File: config.mk
export PLATFORM = sky130hd
export DESIGN_NAME = abrk_core
export DESIGN_NICKNAME = d
export VERILOG_FILES = /design/src/core/abrk_pkg.sv /design/src/core/abrk_filt.sv /design/src/core/abrk_core.sv
export SDC_FILE = /design/constraint.sdc
export NUM_CORES = 1
export LEC_CHECK = 0
export BUFFER_PORTS_ARGS = -buffer_cell sky130_fd_sc_hd__buf_4
export CAP_MARGIN = 5
export CORE_MARGIN = 1.5
export CORE_UTILIZATION = 60
export CTS_CLUSTER_DIAMETER = 30
export CTS_CLUSTER_SIZE = 16
export DETAILED_ROUTE_END_ITERATION = 12
export GPL_TIMING_DRIVEN = 0
export MAX_ROUTING_LAYER = met4
export PLACE_DENSITY_LB_ADDON = 0.2
export SETUP_SLACK_MARGIN = 0.15
export SYNTH_ARGS = -nofsm -noshare
export SYNTH_HDL_FRONTEND = slang
export SYNTH_SLANG_ARGS = --single-unit
File: constraint.sdc
create_clock -name pclk -period 29.6 [get_ports pclk]
set_input_delay 2.96 -clock pclk [delete_from_list [all_inputs] [get_ports pclk]]
set_output_delay 2.96 -clock pclk [all_outputs]
set_load 0.005 [all_outputs]
File: src/core/abrk_pkg.sv
package abrk_pkg;
   localparam int CLK_PERIOD_NS = 10;
   localparam int TICK_PERIOD_NS = 1000000;
   localparam int TICK_CYCLES = TICK_PERIOD_NS / CLK_PERIOD_NS;
   localparam logic [4:0] TOP_STEP = 5'h1c;

   localparam logic [7:0] ADDR_CTRL = 8'h00;
   localparam logic [7:0] ADDR_DELAY = 8'h04;
   localparam logic [7:0] ADDR_SENS = 8'h08;
   localparam logic [7:0] ADDR_MAP = 8'h0c;
   localparam logic [7:0] ADDR_SDS = 8'h10;
   localparam logic [7:0] ADDR_STAT = 8'h14;

   localparam logic [31:0] CTRL_RST = 32'h0000_0000;
   localparam logic [31:0] DELAY_RST = 32'h0000_0a0a;
   localparam logic [31:0] SENS_RST = 32'h0000_0410;
   localparam logic [31:0] MAP_RST = 32'h0000_0103;
   localparam logic [31:0] SDS_RST = 32'h0000_0000;

   localparam int CTRL_ASYM_EN = 0;
   localparam int CTRL_ASYM_POS = 1;
   localparam int CTRL_DC_EN = 2;
   localparam int CTRL_SHUTTLE = 3;
   localparam int CTRL_CONST_DIST = 4;
   localparam int MAP_SHUNT_EN = 8;
   localparam int MAP_STOP_EN = 9;
   localparam int MAP_SHUNT_NODLY = 10;
   localparam int MAP_SHUNT_LIGHT = 11;

   typedef enum logic [1:0] {
      ST_RUN = 2'b00,
      ST_BRAKE = 2'b01,
      ST_REVERSE = 2'b10,
      ST_LEAVE = 2'b11
   } abrk_state_t;
endpackage

File: src/core/abrk_filt.sv
`timescale 1ns/1ps
module abrk_filt (
   input wire logic pclk,
   input wire logic presetn,
   input wire logic tick,
   input wire logic cond,
   input wire logic [7:0] len,
   output logic stable
);
   logic stable_q, stable_d;
   logic [7:0] cnt_q, cnt_d;

   always_comb begin
      stable_d = stable_q;
      cnt_d = 8'h00;
      if (cond != stable_q) begin
         cnt_d = cnt_q;
         if (tick) begin
            if (cnt_q >= len) begin // [RULE18]
               stable_d = cond;
               cnt_d = 8'h00;
            end else begin
               cnt_d = cnt_q + 8'h01;
            end
         end
      end
   end

   always_ff @(posedge pclk or negedge presetn) begin
      if (!presetn) begin
         stable_q <= 1'b0;
         cnt_q <= 8'h00;
      end else begin
         stable_q <= stable_d;
         cnt_q <= cnt_d;
      end
   end

   assign stable = stable_q;
endmodule

File: src/core/abrk_core.sv
// Added by the designer: the address map and the APB interface to the registers.
`timescale 1ns/1ps
// Functional notes
// [RULE1] asymmetric track enabled: brake with delay
// [RULE2] setting picks reduced negative or positive half
// [RULE3] asym section keeps functions, config, direction
// [RULE4] section left: accelerate back to command
// [RULE5] asymmetry threshold adjustable to ignore imbalance
// [RULE6] shuttle: stop, reverse, accelerate away
// [RULE7] pure dc track enabled: brake with delay
// [RULE8] dc section freezes function outputs
// [RULE9] dc section blocks functions, config, direction
// [RULE10] shared shunting function lights front, rear
// [RULE11] shunting function may bypass ramp delays
// [RULE12] per-output speed switching, selectable polarity
// [RULE13] one common speed switching threshold
// [RULE14] stop function brakes, release resumes
// [RULE15] stop function unmapped after reset
// [RULE16] delays pace one step per interval
// [RULE17] constant distance stretches low-speed intervals
// [RULE18] section declared only after filter time
module abrk_core #(
   parameter int TICK_CYC = abrk_pkg::TICK_CYCLES
) (
   input wire logic pclk,
   input wire logic presetn,
   input wire logic psel,
   input wire logic penable,
   input wire logic pwrite,
   input wire logic [7:0] paddr,
   input wire logic [31:0] pwdata,
   output logic [31:0] prdata,
   output logic pready,
   output logic pslverr,
   input wire logic trk_sample,
   input wire logic [7:0] pos_amp,
   input wire logic [7:0] neg_amp,
   input wire logic [4:0] cmd_speed,
   input wire logic dir_in,
   input wire logic dir_strobe,
   input wire logic [7:0] fn_in,
   input wire logic fn_strobe,
   input wire logic cfg_wr_req,
   input wire logic [7:0] motor_volt,
   output logic [4:0] speed_step,
   output logic dir_fwd,
   output logic [5:0] fn_out,
   output logic cfg_wr_ack,
   output logic cfg_wr_nak
);
   function automatic logic [12:0] brake_interval(input logic [7:0] dly, input logic [4:0] start, input logic cd);
      logic [12:0] prod;
      prod = 13'(dly) * 13'(abrk_pkg::TOP_STEP);
      if (cd && start != 5'h00) begin
         brake_interval = prod / 13'(start);
      end else begin
         brake_interval = 13'(dly);
      end
   endfunction

   // apb register file
   logic [31:0] ctrl_q, ctrl_d, delay_q, delay_d, sens_q, sens_d, map_q, map_d, sds_q, sds_d;
   logic [31:0] prdata_q, prdata_d;
   logic pready_q, pready_d, pslverr_q, pslverr_d;
   logic hit, wr_now;
   logic [31:0] stat_word;

   // track detection
   logic asym_raw_q, asym_raw_d, dc_raw_q, dc_raw_d;
   logic asym_sec, dc_sec, pos_sel;
   logic [16:0] tick_cnt_q, tick_cnt_d;
   logic tick;

   // motion and functions
   abrk_pkg::abrk_state_t st_q, st_d;
   logic [4:0] speed_q, speed_d, brake_start_q, brake_start_d, target;
   logic [12:0] wait_q, wait_d, cur_int;
   logic dir_q, dir_d;
   logic [7:0] fn_state_q, fn_state_d;
   logic [5:0] fn_out_q, fn_out_d;
   logic ack_q, ack_d, nak_q, nak_d;
   logic shunt_on, stop_on, brake_eff, bypass, above;

   assign hit = (paddr == abrk_pkg::ADDR_CTRL) || (paddr == abrk_pkg::ADDR_DELAY) ||
                (paddr == abrk_pkg::ADDR_SENS) || (paddr == abrk_pkg::ADDR_MAP) ||
                (paddr == abrk_pkg::ADDR_SDS) || (paddr == abrk_pkg::ADDR_STAT);
   assign wr_now = psel && penable && pready_q && pwrite && hit;
   assign stat_word = {20'h00000, st_q, dc_sec, asym_sec, dir_q, speed_q, 2'b00};

   always_comb begin
      ctrl_d = ctrl_q;
      delay_d = delay_q;
      sens_d = sens_q;
      map_d = map_q;
      sds_d = sds_q;
      pready_d = psel && penable && !pready_q;
      pslverr_d = pready_d && !hit;
      prdata_d = 32'h0000_0000;
      if (pready_d && !pwrite) begin
         case (paddr)
            abrk_pkg::ADDR_CTRL: prdata_d = {27'h0000000, ctrl_q[4:0]};
            abrk_pkg::ADDR_DELAY: prdata_d = {16'h0000, delay_q[15:0]};
            abrk_pkg::ADDR_SENS: prdata_d = {16'h0000, sens_q[15:0]};
            abrk_pkg::ADDR_MAP: prdata_d = {20'h00000, map_q[11:0]};
            abrk_pkg::ADDR_SDS: prdata_d = {10'h000, sds_q[21:0]};
            abrk_pkg::ADDR_STAT: prdata_d = stat_word;
            default: prdata_d = 32'h0000_0000;
         endcase
      end
      if (wr_now) begin
         case (paddr)
            abrk_pkg::ADDR_CTRL: ctrl_d = {27'h0000000, pwdata[4:0]};
            abrk_pkg::ADDR_DELAY: delay_d = {16'h0000, pwdata[15:0]};
            abrk_pkg::ADDR_SENS: sens_d = {16'h0000, pwdata[15:0]}; // [RULE5]
            abrk_pkg::ADDR_MAP: map_d = {20'h00000, pwdata[11:0]};
            abrk_pkg::ADDR_SDS: sds_d = {10'h000, pwdata[21:0]}; // [RULE13]
            default: ctrl_d = ctrl_q;
         endcase
      end
   end

   always_ff @(posedge pclk or negedge presetn) begin
      if (!presetn) begin
         ctrl_q <= abrk_pkg::CTRL_RST;
         delay_q <= abrk_pkg::DELAY_RST;
         sens_q <= abrk_pkg::SENS_RST;
         map_q <= abrk_pkg::MAP_RST; // [RULE15]
         sds_q <= abrk_pkg::SDS_RST;
         prdata_q <= 32'h0000_0000;
         pready_q <= 1'b0;
         pslverr_q <= 1'b0;
      end else begin
         ctrl_q <= ctrl_d;
         delay_q <= delay_d;
         sens_q <= sens_d;
         map_q <= map_d;
         sds_q <= sds_d;
         prdata_q <= prdata_d;
         pready_q <= pready_d;
         pslverr_q <= pslverr_d;
      end
   end

   // amplitudes read only when trk_sample is high; front end paces trk_sample
   // reduced rail judged in travel direction, so a reversed loco drives out
   assign pos_sel = ctrl_q[abrk_pkg::CTRL_ASYM_POS] ^ !dir_q; // [RULE2] [RULE3]
   always_comb begin
      tick_cnt_d = tick_cnt_q + 17'h00001;
      tick = 1'b0;
      if (tick_cnt_q >= 17'(TICK_CYC - 1)) begin
         tick_cnt_d = 17'h00000;
         tick = 1'b1;
      end
      asym_raw_d = asym_raw_q;
      dc_raw_d = dc_raw_q;
      if (trk_sample) begin
         if (pos_sel) begin // [RULE2]
            asym_raw_d = {1'b0, neg_amp} > ({1'b0, pos_amp} + {1'b0, sens_q[7:0]}); // [RULE5]
         end else begin
            asym_raw_d = {1'b0, pos_amp} > ({1'b0, neg_amp} + {1'b0, sens_q[7:0]});
         end
         asym_raw_d = asym_raw_d && ctrl_q[abrk_pkg::CTRL_ASYM_EN]; // [RULE1]
         dc_raw_d = ctrl_q[abrk_pkg::CTRL_DC_EN] && ((pos_amp == 8'h00) != (neg_amp == 8'h00)); // [RULE7]
      end
   end

   always_ff @(posedge pclk or negedge presetn) begin
      if (!presetn) begin
         tick_cnt_q <= 17'h00000;
         asym_raw_q <= 1'b0;
         dc_raw_q <= 1'b0;
      end else begin
         tick_cnt_q <= tick_cnt_d;
         asym_raw_q <= asym_raw_d;
         dc_raw_q <= dc_raw_d;
      end
   end

   abrk_filt u_asym_filt (
      .pclk(pclk),
      .presetn(presetn),
      .tick(tick),
      .cond(asym_raw_q),
      .len(sens_q[15:8]),
      .stable(asym_sec)
   );

   abrk_filt u_dc_filt (
      .pclk(pclk),
      .presetn(presetn),
      .tick(tick),
      .cond(dc_raw_q),
      .len(sens_q[15:8]),
      .stable(dc_sec)
   );

   assign shunt_on = map_q[abrk_pkg::MAP_SHUNT_EN] && fn_state_q[map_q[2:0]];
   assign stop_on = map_q[abrk_pkg::MAP_STOP_EN] && fn_state_q[map_q[6:4]]; // [RULE14]
   // leave state ignores the asym section so the reversed loco can drive out
   assign brake_eff = (asym_sec && st_q != abrk_pkg::ST_LEAVE) || dc_sec || stop_on; // [RULE1] [RULE7]
   assign bypass = shunt_on && map_q[abrk_pkg::MAP_SHUNT_NODLY]; // [RULE11]
   assign target = brake_eff ? 5'h00 : (shunt_on ? {1'b0, cmd_speed[4:1]} : cmd_speed); // [RULE4]
   assign cur_int = (speed_q > target) ?
                    brake_interval(delay_q[15:8], brake_start_q, ctrl_q[abrk_pkg::CTRL_CONST_DIST]) : // [RULE17]
                    13'(delay_q[7:0]);
   assign above = motor_volt > sds_q[7:0]; // [RULE13]

   always_comb begin
      st_d = st_q;
      speed_d = speed_q;
      wait_d = wait_q;
      brake_start_d = brake_start_q;
      dir_d = dir_q;
      fn_state_d = fn_state_q;
      ack_d = cfg_wr_req && !dc_sec; // [RULE3]
      nak_d = cfg_wr_req && dc_sec; // [RULE9]
      if (fn_strobe && !dc_sec) begin
         fn_state_d = fn_in; // [RULE3] [RULE8]
      end
      if (dir_strobe && !dc_sec) begin
         dir_d = dir_in; // [RULE3] [RULE9]
      end
      if (tick) begin
         if (speed_q == target) begin
            wait_d = 13'h0000;
         end else if (bypass || wait_q + 13'h0001 >= cur_int) begin // [RULE16]
            wait_d = 13'h0000;
            speed_d = (speed_q > target) ? speed_q - 5'h01 : speed_q + 5'h01;
         end else begin
            wait_d = wait_q + 13'h0001;
         end
      end
      case (st_q)
         abrk_pkg::ST_RUN: begin
            if (brake_eff) begin
               st_d = abrk_pkg::ST_BRAKE;
               brake_start_d = speed_q;
            end
         end
         abrk_pkg::ST_BRAKE: begin
            if (!brake_eff) begin
               st_d = abrk_pkg::ST_RUN;
            end else if (speed_q == 5'h00 && asym_sec && !dc_sec && ctrl_q[abrk_pkg::CTRL_SHUTTLE]) begin
               st_d = abrk_pkg::ST_REVERSE; // [RULE6]
            end
         end
         abrk_pkg::ST_REVERSE: begin
            dir_d = !dir_q; // [RULE6]
            st_d = abrk_pkg::ST_LEAVE;
         end
         abrk_pkg::ST_LEAVE: begin
            if (!asym_sec) begin
               st_d = abrk_pkg::ST_RUN;
            end else if (brake_eff) begin
               st_d = abrk_pkg::ST_BRAKE;
               brake_start_d = speed_q;
            end
         end
         default: st_d = abrk_pkg::ST_RUN;
      endcase
      // outputs follow functions 0..5; 0 front, 1 rear white light
      fn_out_d = fn_state_q[5:0];
      for (int i = 0; i < 6; i++) begin
         if (sds_q[8 + i]) begin
            fn_out_d[i] = fn_state_q[i] && (sds_q[16 + i] ? above : !above); // [RULE12]
         end
      end
      if (shunt_on && map_q[abrk_pkg::MAP_SHUNT_LIGHT]) begin
         fn_out_d[1:0] = 2'b11; // [RULE10]
      end
   end

   always_ff @(posedge pclk or negedge presetn) begin
      if (!presetn) begin
         st_q <= abrk_pkg::ST_RUN;
         speed_q <= 5'h00;
         wait_q <= 13'h0000;
         brake_start_q <= 5'h00;
         dir_q <= 1'b1;
         fn_state_q <= 8'h00;
         fn_out_q <= 6'h00;
         ack_q <= 1'b0;
         nak_q <= 1'b0;
      end else begin
         st_q <= st_d;
         speed_q <= speed_d;
         wait_q <= wait_d;
         brake_start_q <= brake_start_d;
         dir_q <= dir_d;
         fn_state_q <= fn_state_d;
         fn_out_q <= fn_out_d;
         ack_q <= ack_d;
         nak_q <= nak_d;
      end
   end

   assign prdata = prdata_q;
   assign pready = pready_q;
   assign pslverr = pslverr_q;
   assign speed_step = speed_q;
   assign dir_fwd = dir_q;
   assign fn_out = fn_out_q;
   assign cfg_wr_ack = ack_q;
   assign cfg_wr_nak = nak_q;
endmodule

==> results of run 1 <==
## cell usage in the layout (no fill, tap or decap), drive strengths merged, types with 12 or more instances in the layout
cell type / netlist / layout
fa: 12 / 12
nor3: 23 / 23
ha: 147 / 147
and2: 23 / 23
xnor2: 48 / 48
mux2: 99 / 99
nand2b: 33 / 33
o21a: 24 / 24
nand4: 17 / 17
inv: 70 / 79
xor2: 36 / 36
nor2: 107 / 107
and3: 21 / 21
a22oi: 16 / 16
clkbuf: 35 / 52
a21oi: 108 / 108
nand2: 141 / 141
o21ai: 109 / 109
dfrtp: 164 / 164
a21o: 32 / 32
mux2i: 13 / 13
buf: 18 / 133
a31oi: 16 / 16
nor2b: 22 / 22
o31ai: 16 / 16
nand3: 41 / 41
## through the flow
step	std cells	hold WS, ns	utilization
finish	2001	0.503	0.701
global route	2001	0.523	0.701
CTS	2001	0.509	0.701
detailed placement	1969	0.489	0.674
global placement	1967	0.477	0.672
floorplan	1541	0.446	-
## flip-flops by register name, indices dropped and copies added (netlist names), 12 cells and up
name	count
wait_q	13
delay_q	16
map_q	12
prdata	22
sens_q	16
sds_q	22
tick_cnt_q	17
## final cells by class
| type | count | area, sq um |
|---|---|---|
| timing repair buffer | 115 | 888 |
| multi-input combinational | 1244 | 9230 |
| clock buffer | 17 | 425 |
| inverter | 70 | 263 |
| tap | 313 | 392 |
| fill | 1758 | 6840 |
| buffer | 53 | 248 |
| clock inverter | 15 | 191 |
| sequential | 174 | 4370 |
## path summary, 6_finish.rpt
check                                   startpoint                            to  slack, ns  cells after the start
min                        tick_cnt_q[0]$_DFF_PN0_       tick_cnt_q[0]$_DFF_PN0_       0.50                      1
max                         delay_q[8]$_DFFE_PN0P_         wait_q[9]$_DFFE_PN0N_       2.91                    122
min reg2reg                tick_cnt_q[0]$_DFF_PN0_       tick_cnt_q[0]$_DFF_PN0_       0.50                      1
min in group asynchronous                  presetn       tick_cnt_q[7]$_DFF_PN0_       2.40                      1
max in group asynchronous                  presetn  brake_start_q[3]$_DFFE_PN0P_      26.26                      2
max reg2reg                 delay_q[8]$_DFFE_PN0P_         wait_q[9]$_DFFE_PN0N_       2.91                    122
## per-layer routing
layer	global-route usage	wire, microns	share of wire
met1	0.405	15900	0.44
met2	0.524	17500	0.48
met3	0.0444	1850	0.051
met4	0.115	1140	0.031
met5	-	0	0
## power groups by stage
stage               Clock (W)  Combinational, W  Sequential [W]
global route         0.000246          0.000245        0.000242
CTS                  0.000237          0.000220        0.000242
floorplan                   0          0.000167        0.000246
finish               0.000235          0.000221        0.000242
detailed placement          0          0.000218        0.000247
global placement            0          0.000213        0.000246
## cells by family (layout without fill, tap and decap cells)
group | Yosys count | in the layout | share of synthesized area
buffers and inverters | 123 | 270 | 0.0363
adder cells (fa/ha/maj) | 160 | 160 | 0.148
other | 1 | 10 | 0.000266
multiplexers | 116 | 116 | 0.0959
XOR/XNOR | 84 | 84 | 0.0523
AO/OA/AOI/OAI | 407 | 407 | 0.190
flip-flops | 174 | 174 | 0.310
AND/OR/NAND/NOR | 467 | 467 | 0.167
## critical path: cells and delay by family, from the launching register on
family / cells / cell delay (ns)
flops: 1 / 0.52
fa+ha+maj: 17 / 5.38
mux: 4 / 1.44
compound gates: 56 / 11.03
buf+inv: 13 / 2.34
simple gates: 32 / 5.73
==> summary.txt, run 1 <==
Die Span X -> 156 microns
Crit. End Element -> flip-flop
Sw Ratio -> 0.346
CTS Buf Count -> 17
Clock skew -> 0.0201 ns
Number of nets with antenna violations after routing -> 0
Critical Path Source Type -> flip-flop
Vias in the first global route -> 11800
Number of DRC markers in iteration 0 -> 948
Clk pwr share -> 0.337
Worst-path maximum fanout -> 10
Final HPWL DP -> 27900 microns
First-pass GRT wire length -> 59700 microns
Layout cells sized above 1 -> 0.183
Flop pwr share -> 0.347
Slew Limit Fails -> 0
Syn Std Cell Area -> 14100 sq um
WP data arrival -> 27.00 ns
Most used cell, CP -> ha_1
Synth cell types -> 99
Switching power -> 0.000242 W
Max-slew headroom -> 0.208
Comb pwr share -> 0.316
Setup TNS -> 0 ns
Int Power -> 0.000457 W
Number of setup buffers added after CTS -> 0
Ant diodes -> 0
Dpl cell area -> 15400 sq um
H-tree level count -> 4
Worst-Skew Late Latency -> 0.45 ns
Design Power -> 0.000699 W
Final setup viols -> 0
Max Buffers Root-to-Sink -> 2
Sequential fraction of the synthesis area -> 0.310
Yosys reg bits -> 174
Max stage delay cell, worst path -> fa_1
Via count -> 12100
Residual DRC -> 0
Total Wirelength -> 36400 microns
Total global routing track utilization -> 0.319
Hold buffer count at cts -> 0
Core area -> 22800 sq um
CTS tree -> done
Drt first pass iters -> 5
Area growth from synthesis to layout -> 13.7%
Max Clk Rate -> 37.5 MHz
Via density -> 6.05
Yosys top cell by area -> dfrtp_1
Required time worst endpoint -> 29.91 ns
Worst VDD drop -> 41.9 uV
Number of synthesized flops with an enable pin -> 0
Post-CTS sizing -> 0
Fin area -> 16000 sq um
Synth area leaders -> dfrtp_1 (29%), ha_1 (13%), mux2_2 (7.6%)
Async S/R FF share, synth -> 1.00
Slowest stage delay, CP -> 0.59 ns
Clock sinks -> 174
Initial antenna violation count -> 0
Final min period -> 26.69 ns
Final nets -> 1921
Setup Crit Path Kind -> flip-flop to flip-flop
Root Buffer -> clkbuf_16
Die height -> 156 microns
RSZ-0062 raised after global routing -> false
Final Worst Setup Slack -> 2.91 ns
Synth cell count leaders -> dfrtp_1 (164), ha_1 (147), nand2_1 (140)
Synthesized area per cell -> 9.19 sq um
GRT overflow -> 0
IO Pins -> 135
MaxCap Viol Count -> 0
Post-Place Worst Slack -> 3.31 ns
Site row count -> 55
LEAKAGE -> 7.62 nW
Least-Margin Pin Slew -> 1.19 ns
Syn Inst Count -> 1532
Port bufs -> 113
Status -> finished, final reports clean
Clk slew on worst S/H paths -> 0.08 ns
GP Congestion -> 0.965
Final Hold Viols -> 0
Most common cell in the netlist -> dfrtp_1
Largest net degree at the start of global routing -> 129
Period Utilization, post-route -> 0.902
Yosys Warn Count -> 0
Ys flop type -> dfrtp_1
HP Class -> flip-flop to flip-flop
Starting density of the core -> 0.616
Die area -> 24400 sq um
Power density over the cells -> 43.6 nW/um^2
Top cell type's share of synthesized area -> 0.292
Avg WL per Cell -> 18.2 microns
Power figures use the tool's default switching activity.
==> inputs of run 2 (changes only) <==
Settings changed: ABC_AREA from default to 1, CELL_PAD_IN_SITES_DETAIL_PLACEMENT from default to 0, CELL_PAD_IN_SITES_GLOBAL_PLACEMENT from default to 1, CORE_MARGIN 1.5 to default, CORE_UTILIZATION 60 to 45.
==> run 2 against run 1 <==
Effect of this change: clock-buffer cell count is 1 higher; area after synthesis decreased by 1.7%; sequential share of layout area is 0.26 points higher; largest power group is now combinational logic.
==> summary.txt, run 2 <==
Die Span X -> 177 microns
Most common cell in the netlist -> nand2_1
Number of DRC markers in iteration 0 -> 840
Slew Limit Fails -> 0
Layout cells sized above 1 -> 0.132
Die area -> 31400 sq um
Die height -> 177 microns
Commonest cells after routing, fill and taps aside -> nand2_1 (363), inv_1 (260), dfrtp_1 (164), o21ai_0 (162), ha_1 (147)
Via density -> 5.26
Clock sinks -> 174
Post-layout util -> 0.529
Avg WL per Cell -> 16.4 microns
Yosys top cell by area -> dfrtp_1
Number of setup buffers added after CTS -> 0
Max stage delay cell, worst path -> fa_1
Max Clk Rate -> 45.3 MHz
Final nets -> 2194
Vias in the first global route -> 12200
Core area -> 30000 sq um
IO Pins -> 135
Final HPWL DP -> 31200 microns
Setup Crit Path Kind -> flip-flop to flip-flop
Synth area leaders -> dfrtp_1 (30%), ha_1 (13%), nand2_1 (9.8%)
Final min period -> 22.08 ns
Slowest stage delay, CP -> 0.58 ns
MaxCap Viol Count -> 0
Total global routing track utilization -> 0.265
Root Buffer -> clkbuf_16
Starting density of the core -> 0.462
Critical Path Source Type -> flip-flop
CP Launch Point -> delay_q[8]$_DFFE_PN0P_
HP Class -> flip-flop to flip-flop
Crit. End Element -> flip-flop
Clock skew -> 0.0121 ns
LEAKAGE -> 7.84 nW
Yosys Warn Count -> 0
Residual DRC -> 0
Required time worst endpoint -> 29.95 ns
Yosys reg bits -> 174
Period Utilization, post-route -> 0.746
Least-Margin Pin Slew -> 0.789 ns
Commonest non-fill, non-tap cell in the layout -> nand2_1
First-pass GRT wire length -> 62700 microns
Most used cell, CP -> nand2_1
WP data arrival -> 22.44 ns
Total Wirelength -> 38600 microns
Setup TNS -> 0 ns
Drt first pass iters -> 7
RSZ-0062 raised after global routing -> false
Synthesized area per cell -> 7.66 sq um
Top cell type's share of synthesized area -> 0.297
Reg2reg start -> delay_q[8]$_DFFE_PN0P_
GP Congestion -> 0.915
Largest net degree at the start of global routing -> 98
Synth cell types -> 62
Worst-Skew Late Latency -> 0.44 ns
Site row count -> 63
Synth cell count leaders -> nand2_1 (363), inv_1 (260), dfrtp_1 (164)
Syn Std Cell Area -> 13800 sq um
Ys flop type -> dfrtp_1
Area growth from synthesis to layout -> 14.6%
Worst-path maximum fanout -> 10
CTS tree -> done
Syn Inst Count -> 1805
Sequential fraction of the synthesis area -> 0.316
Via count -> 12400
Async S/R FF share, synth -> 1.00
Hold wc startpoint -> map_q[3]$_DFFE_PN0P_
Number of synthesized flops with an enable pin -> 0
Final setup viols -> 0
Max-slew headroom -> 0.470
Number of nets with antenna violations after routing -> 0
Worst VDD drop -> 42.8 uV
Status -> finished, final reports clean
Hold buffer count at cts -> 0
Initial antenna violation count -> 0
Power density over the cells -> 58.4 nW/um^2
GRT overflow -> 0
Final Hold Viols -> 0
Max Buffers Root-to-Sink -> 2
CTS Buf Count -> 17
Post-CTS sizing -> 0
Clk slew on worst S/H paths -> 0.07 ns
H-tree level count -> 4
Port bufs -> 114
Ant diodes -> 0
[run 2: layout make-up]
cell class	count	area, sq um
inverters	271	1020
well taps	390	488
clock buffers	18	429
flip-flops and latches	174	4370
repair buffers	115	891
multi-input cells	1331	8290
fillers	2968	14100
clock inverters	14	183
plain buffers	38	188
[run 2: cell families after synthesis]
logic type / synth area share
AND/OR/NAND/NOR: 0.224
AO/OA/AOI/OAI: 0.168
buffers and inverters: 0.0874
flip-flops: 0.316
adder cells (fa/ha/maj): 0.150
XOR/XNOR: 0.0449
multiplexers: 0.00886
other: 0.000271
[run 2: metal layers]
layer  track usage  vias to the layer above  routed length [microns]
met3        0.0319                       29                     1490
met5             -                        -                        0
li1              -                     6285                        -
met1         0.339                     5819                    17700
met4        0.0627                        0                      571
met2         0.445                      243                    18800
[run 2: critical path, delay by kind of cell, from the launching register on]
kind / cells / cell delay [ns]
adders and majority gates: 17 / 5.03
AOI/OAI and AO/OA: 46 / 7.01
buffers and inverters: 26 / 2.42
DFF: 1 / 0.48
and+or+nand+nor: 64 / 6.97
[run 2: path summary, 6_finish.rpt]
check / slack (ns) / depth (start not counted) / endpoint
worst max-delay path: 7.52 / 153 / speed_step[2]$_DFFE_PN0P_
worst min-delay path: 0.50 / 1 / map_q[3]$_DFFE_PN0P_
worst max register to register: 7.52 / 153 / speed_step[2]$_DFFE_PN0P_
worst min register to register: 0.50 / 1 / map_q[3]$_DFFE_PN0P_
max in group asynchronous: 26.16 / 2 / delay_q[11]$_DFFE_PN1P_
min in group asynchronous: 2.53 / 1 / tick_cnt_q[3]$_DFF_PN0_
[run 2: metrics by stage]
step / setup WS [ns] / hold slack (ns) / instance area (sq um) / cells / power [W]
finish: 7.52 / 0.498 / 15900 / 2351 / 0.000926
global route: 4.76 / 0.528 / 15900 / 2351 / 0.00101
CTS: 7.26 / 0.502 / 15900 / 2351 / 0.000932
detailed placement: 7.33 / 0.487 / 15200 / 2319 / 0.000695
global placement: 7.66 / 0.474 / 15200 / 2318 / 0.000688
floorplan: 10.56 / 0.448 / 13900 / 1814 / 0.000611
[run 2: where the power goes]
| part | total, W | switching [W] | internal, W | leakage, nW |
|---|---|---|---|---|
| Clock | 0.000237 | 0.000102 | 0.000135 | 0.287 |
| Sequential | 0.000241 | 0.00000168 | 0.000239 | 2.08 |
| Combinational | 0.000448 | 0.000293 | 0.000155 | 5.47 |
==> inputs of run 3 (changes only) <==
Clock period 29.6 ns to 21.5 ns, I/O delays scaled along.
==> run 3 against run 2 <==
Effect of this change: clock skew is 0.0022 ns lower; combinational power is 60% higher; sequential power is 38% higher; fmax is 11% higher; global-route usage is 0.063 points higher; register-to-register slack worse by 5.9 ns; non-clock buffer count is 63 higher; largest cell class unchanged; highest routed layer unchanged.
==> summary.txt, run 3 (synthesized netlist as in run 2, its figures left out) <==
Total Wirelength -> 39900 microns
Initial antenna violation count -> 0
Die Span X -> 177 microns
Die area -> 31400 sq um
Power density over the cells -> 82.5 nW/um^2
Worst-Skew Late Latency -> 0.44 ns
Via density -> 5.28
LEAKAGE -> 8.17 nW
Reg2Reg Setup Slack -> 1.65 ns
Worst-path maximum fanout -> 7
Final Hold Viols -> 0
GRT overflow -> 0
Max Buffers Root-to-Sink -> 2
Number of nets with antenna violations after routing -> 0
Worst VDD drop -> 60.1 uV
Clk slew on worst S/H paths -> 0.07 ns
Avg WL per Cell -> 16.5 microns
Worst-case reg-to-reg path depth -> 155
Starting density of the core -> 0.462
Final min period -> 19.85 ns
Core area -> 30000 sq um
Root Buffer -> clkbuf_16
H-tree level count -> 4
Final setup viols -> 0
Ant diodes -> 0
Drt first pass iters -> 5
Hold Crit Depth -> 1
Final HPWL DP -> 31200 microns
Slew Limit Fails -> 0
CTS Buf Count -> 17
Total global routing track utilization -> 0.265
Final nets -> 2257
Site row count -> 63
MaxCap Viol Count -> 0
Slowest stage delay, CP -> 0.55 ns
Required time worst endpoint -> 21.85 ns
Residual DRC -> 0
Period Utilization, post-route -> 0.923
Die height -> 177 microns
Setup Crit Path Kind -> flip-flop to flip-flop
Commonest cells after routing, fill and taps aside -> nand2_1 (356), inv_1 (255), buf_4 (185), dfrtp_1 (162), o21ai_0 (142)
FILL cells -> 2921
Via count -> 12700
Reg2Reg Capture Point -> speed_step[2]$_DFFE_PN0P_
Design Power -> 0.00137 W
GP Congestion -> 0.915
Hold buffer count at cts -> 0
Worst Hold Endpoint -> map_q[3]$_DFFE_PN0P_
Status -> finished, final reports clean
IO Pins -> 135
CP Launch Point -> delay_q[8]$_DFFE_PN0P_
Area growth from synthesis to layout -> 20.3%
Reg2reg start -> delay_q[8]$_DFFE_PN0P_
Critical Path Source Type -> flip-flop
Port bufs -> 114
Max stage delay cell, worst path -> fa_1
Crit. End Element -> flip-flop
WP data arrival -> 20.20 ns
Max-slew headroom -> 0.470
Largest net degree at the start of global routing -> 98
Vias in the first global route -> 12200
Worst path bufs/invs -> 29
Post-layout util -> 0.556
Layout cells sized above 1 -> 0.184
CTS tree -> done
Number of DRC markers in iteration 0 -> 863
Most used cell, CP -> nand2_1
CP top delay family -> simple AND/OR/NAND/NOR gates
Clock skew -> 0.00989 ns
Hold wc startpoint -> map_q[3]$_DFFE_PN0P_
HP Class -> flip-flop to flip-flop
Clock sinks -> 174
Commonest non-fill, non-tap cell in the layout -> nand2_1
Least-Margin Pin Slew -> 0.789 ns
Max Clk Rate -> 50.4 MHz
First-pass GRT wire length -> 62800 microns
[run 3: cell count changes in the layout (fill, tap and decap cells not counted), sizes merged]
| cell | delta |
|---|---|
| clkinvlp | +1 |
| clkinv | -1 |
| clkbuf | +1 |
| buf | +62 |
[run 3: worst max-delay path by stage]
stage / cells after the start / slack [ns] / to
CTS: 149 / 0.16 / speed_step[4]$_DFFE_PN0P_
finish: 155 / 1.65 / speed_step[2]$_DFFE_PN0P_
global route: 154 / -0.12 / speed_step[4]$_DFFE_PN0P_
floorplan: 153 / 2.46 / speed_step[2]$_DFFE_PN0P_
detailed placement: 153 / -0.77 / speed_step[2]$_DFFE_PN0P_
global placement: 153 / -0.44 / speed_step[2]$_DFFE_PN0P_
[run 3: cell type report]
cell class              count  area, sq um  share of cell area
inverters                 271         1040              0.0622
repair buffers            178         1380              0.0830
clock inverters            14          183              0.0110
plain buffers              38          191              0.0115
well taps                 390          488              0.0293
clock buffers              18          429              0.0258
flip-flops and latches    174         4370               0.262
multi-input cells        1331         8570               0.515
[run 3: timing repair]
| action | CTS | global route |
|---|---|---|
| gates cloned | 0 | 1 |
| gates resized for setup | 17 | 73 |
| buffers inserted | 3 | 59 |
| setup endpoints to repair | 18 | 18 |
| pin swaps | 3 | 45 |
[run 3: power by group]
part | internal, W | total [W] | switching, W
combinational | 0.000272 | 0.000715 | 0.000443
clock | 0.000185 | 0.000327 | 0.000141
sequential | 0.000330 | 0.000332 | 0.00000228
[run 3: per-layer routing]
| layer | GRT usage | part of all wire | vias to the layer above | wire length [microns] |
|---|---|---|---|---|
| met2 | 0.446 | 0.49 | 241 | 19700 |
| met4 | 0.0634 | 0.015 | 0 | 609 |
| met1 | 0.340 | 0.45 | 6049 | 17900 |
| met3 | 0.0319 | 0.041 | 35 | 1650 |
| met5 | - | 0 | - | 0 |
| li1 | - | - | 6416 | - |
[run 3: per-stage QoR]
| stage | area [sq um] | cells | TNS, ns | hold WS, ns | worst slack (ns) |
|---|---|---|---|---|---|
| after floorplan | 13900 | 1814 | 0 | 0.448 | 2.46 |
| after global placement | 15200 | 2318 | -4.06 | 0.474 | -0.438 |
| after detailed placement | 15200 | 2319 | -10.06 | 0.487 | -0.772 |
| after CTS | 15900 | 2354 | 0 | 0.502 | 0.161 |
| after global routing | 16600 | 2414 | -0.975 | 0.528 | -0.119 |
| final | 16600 | 2414 | 0 | 0.494 | 1.65 |
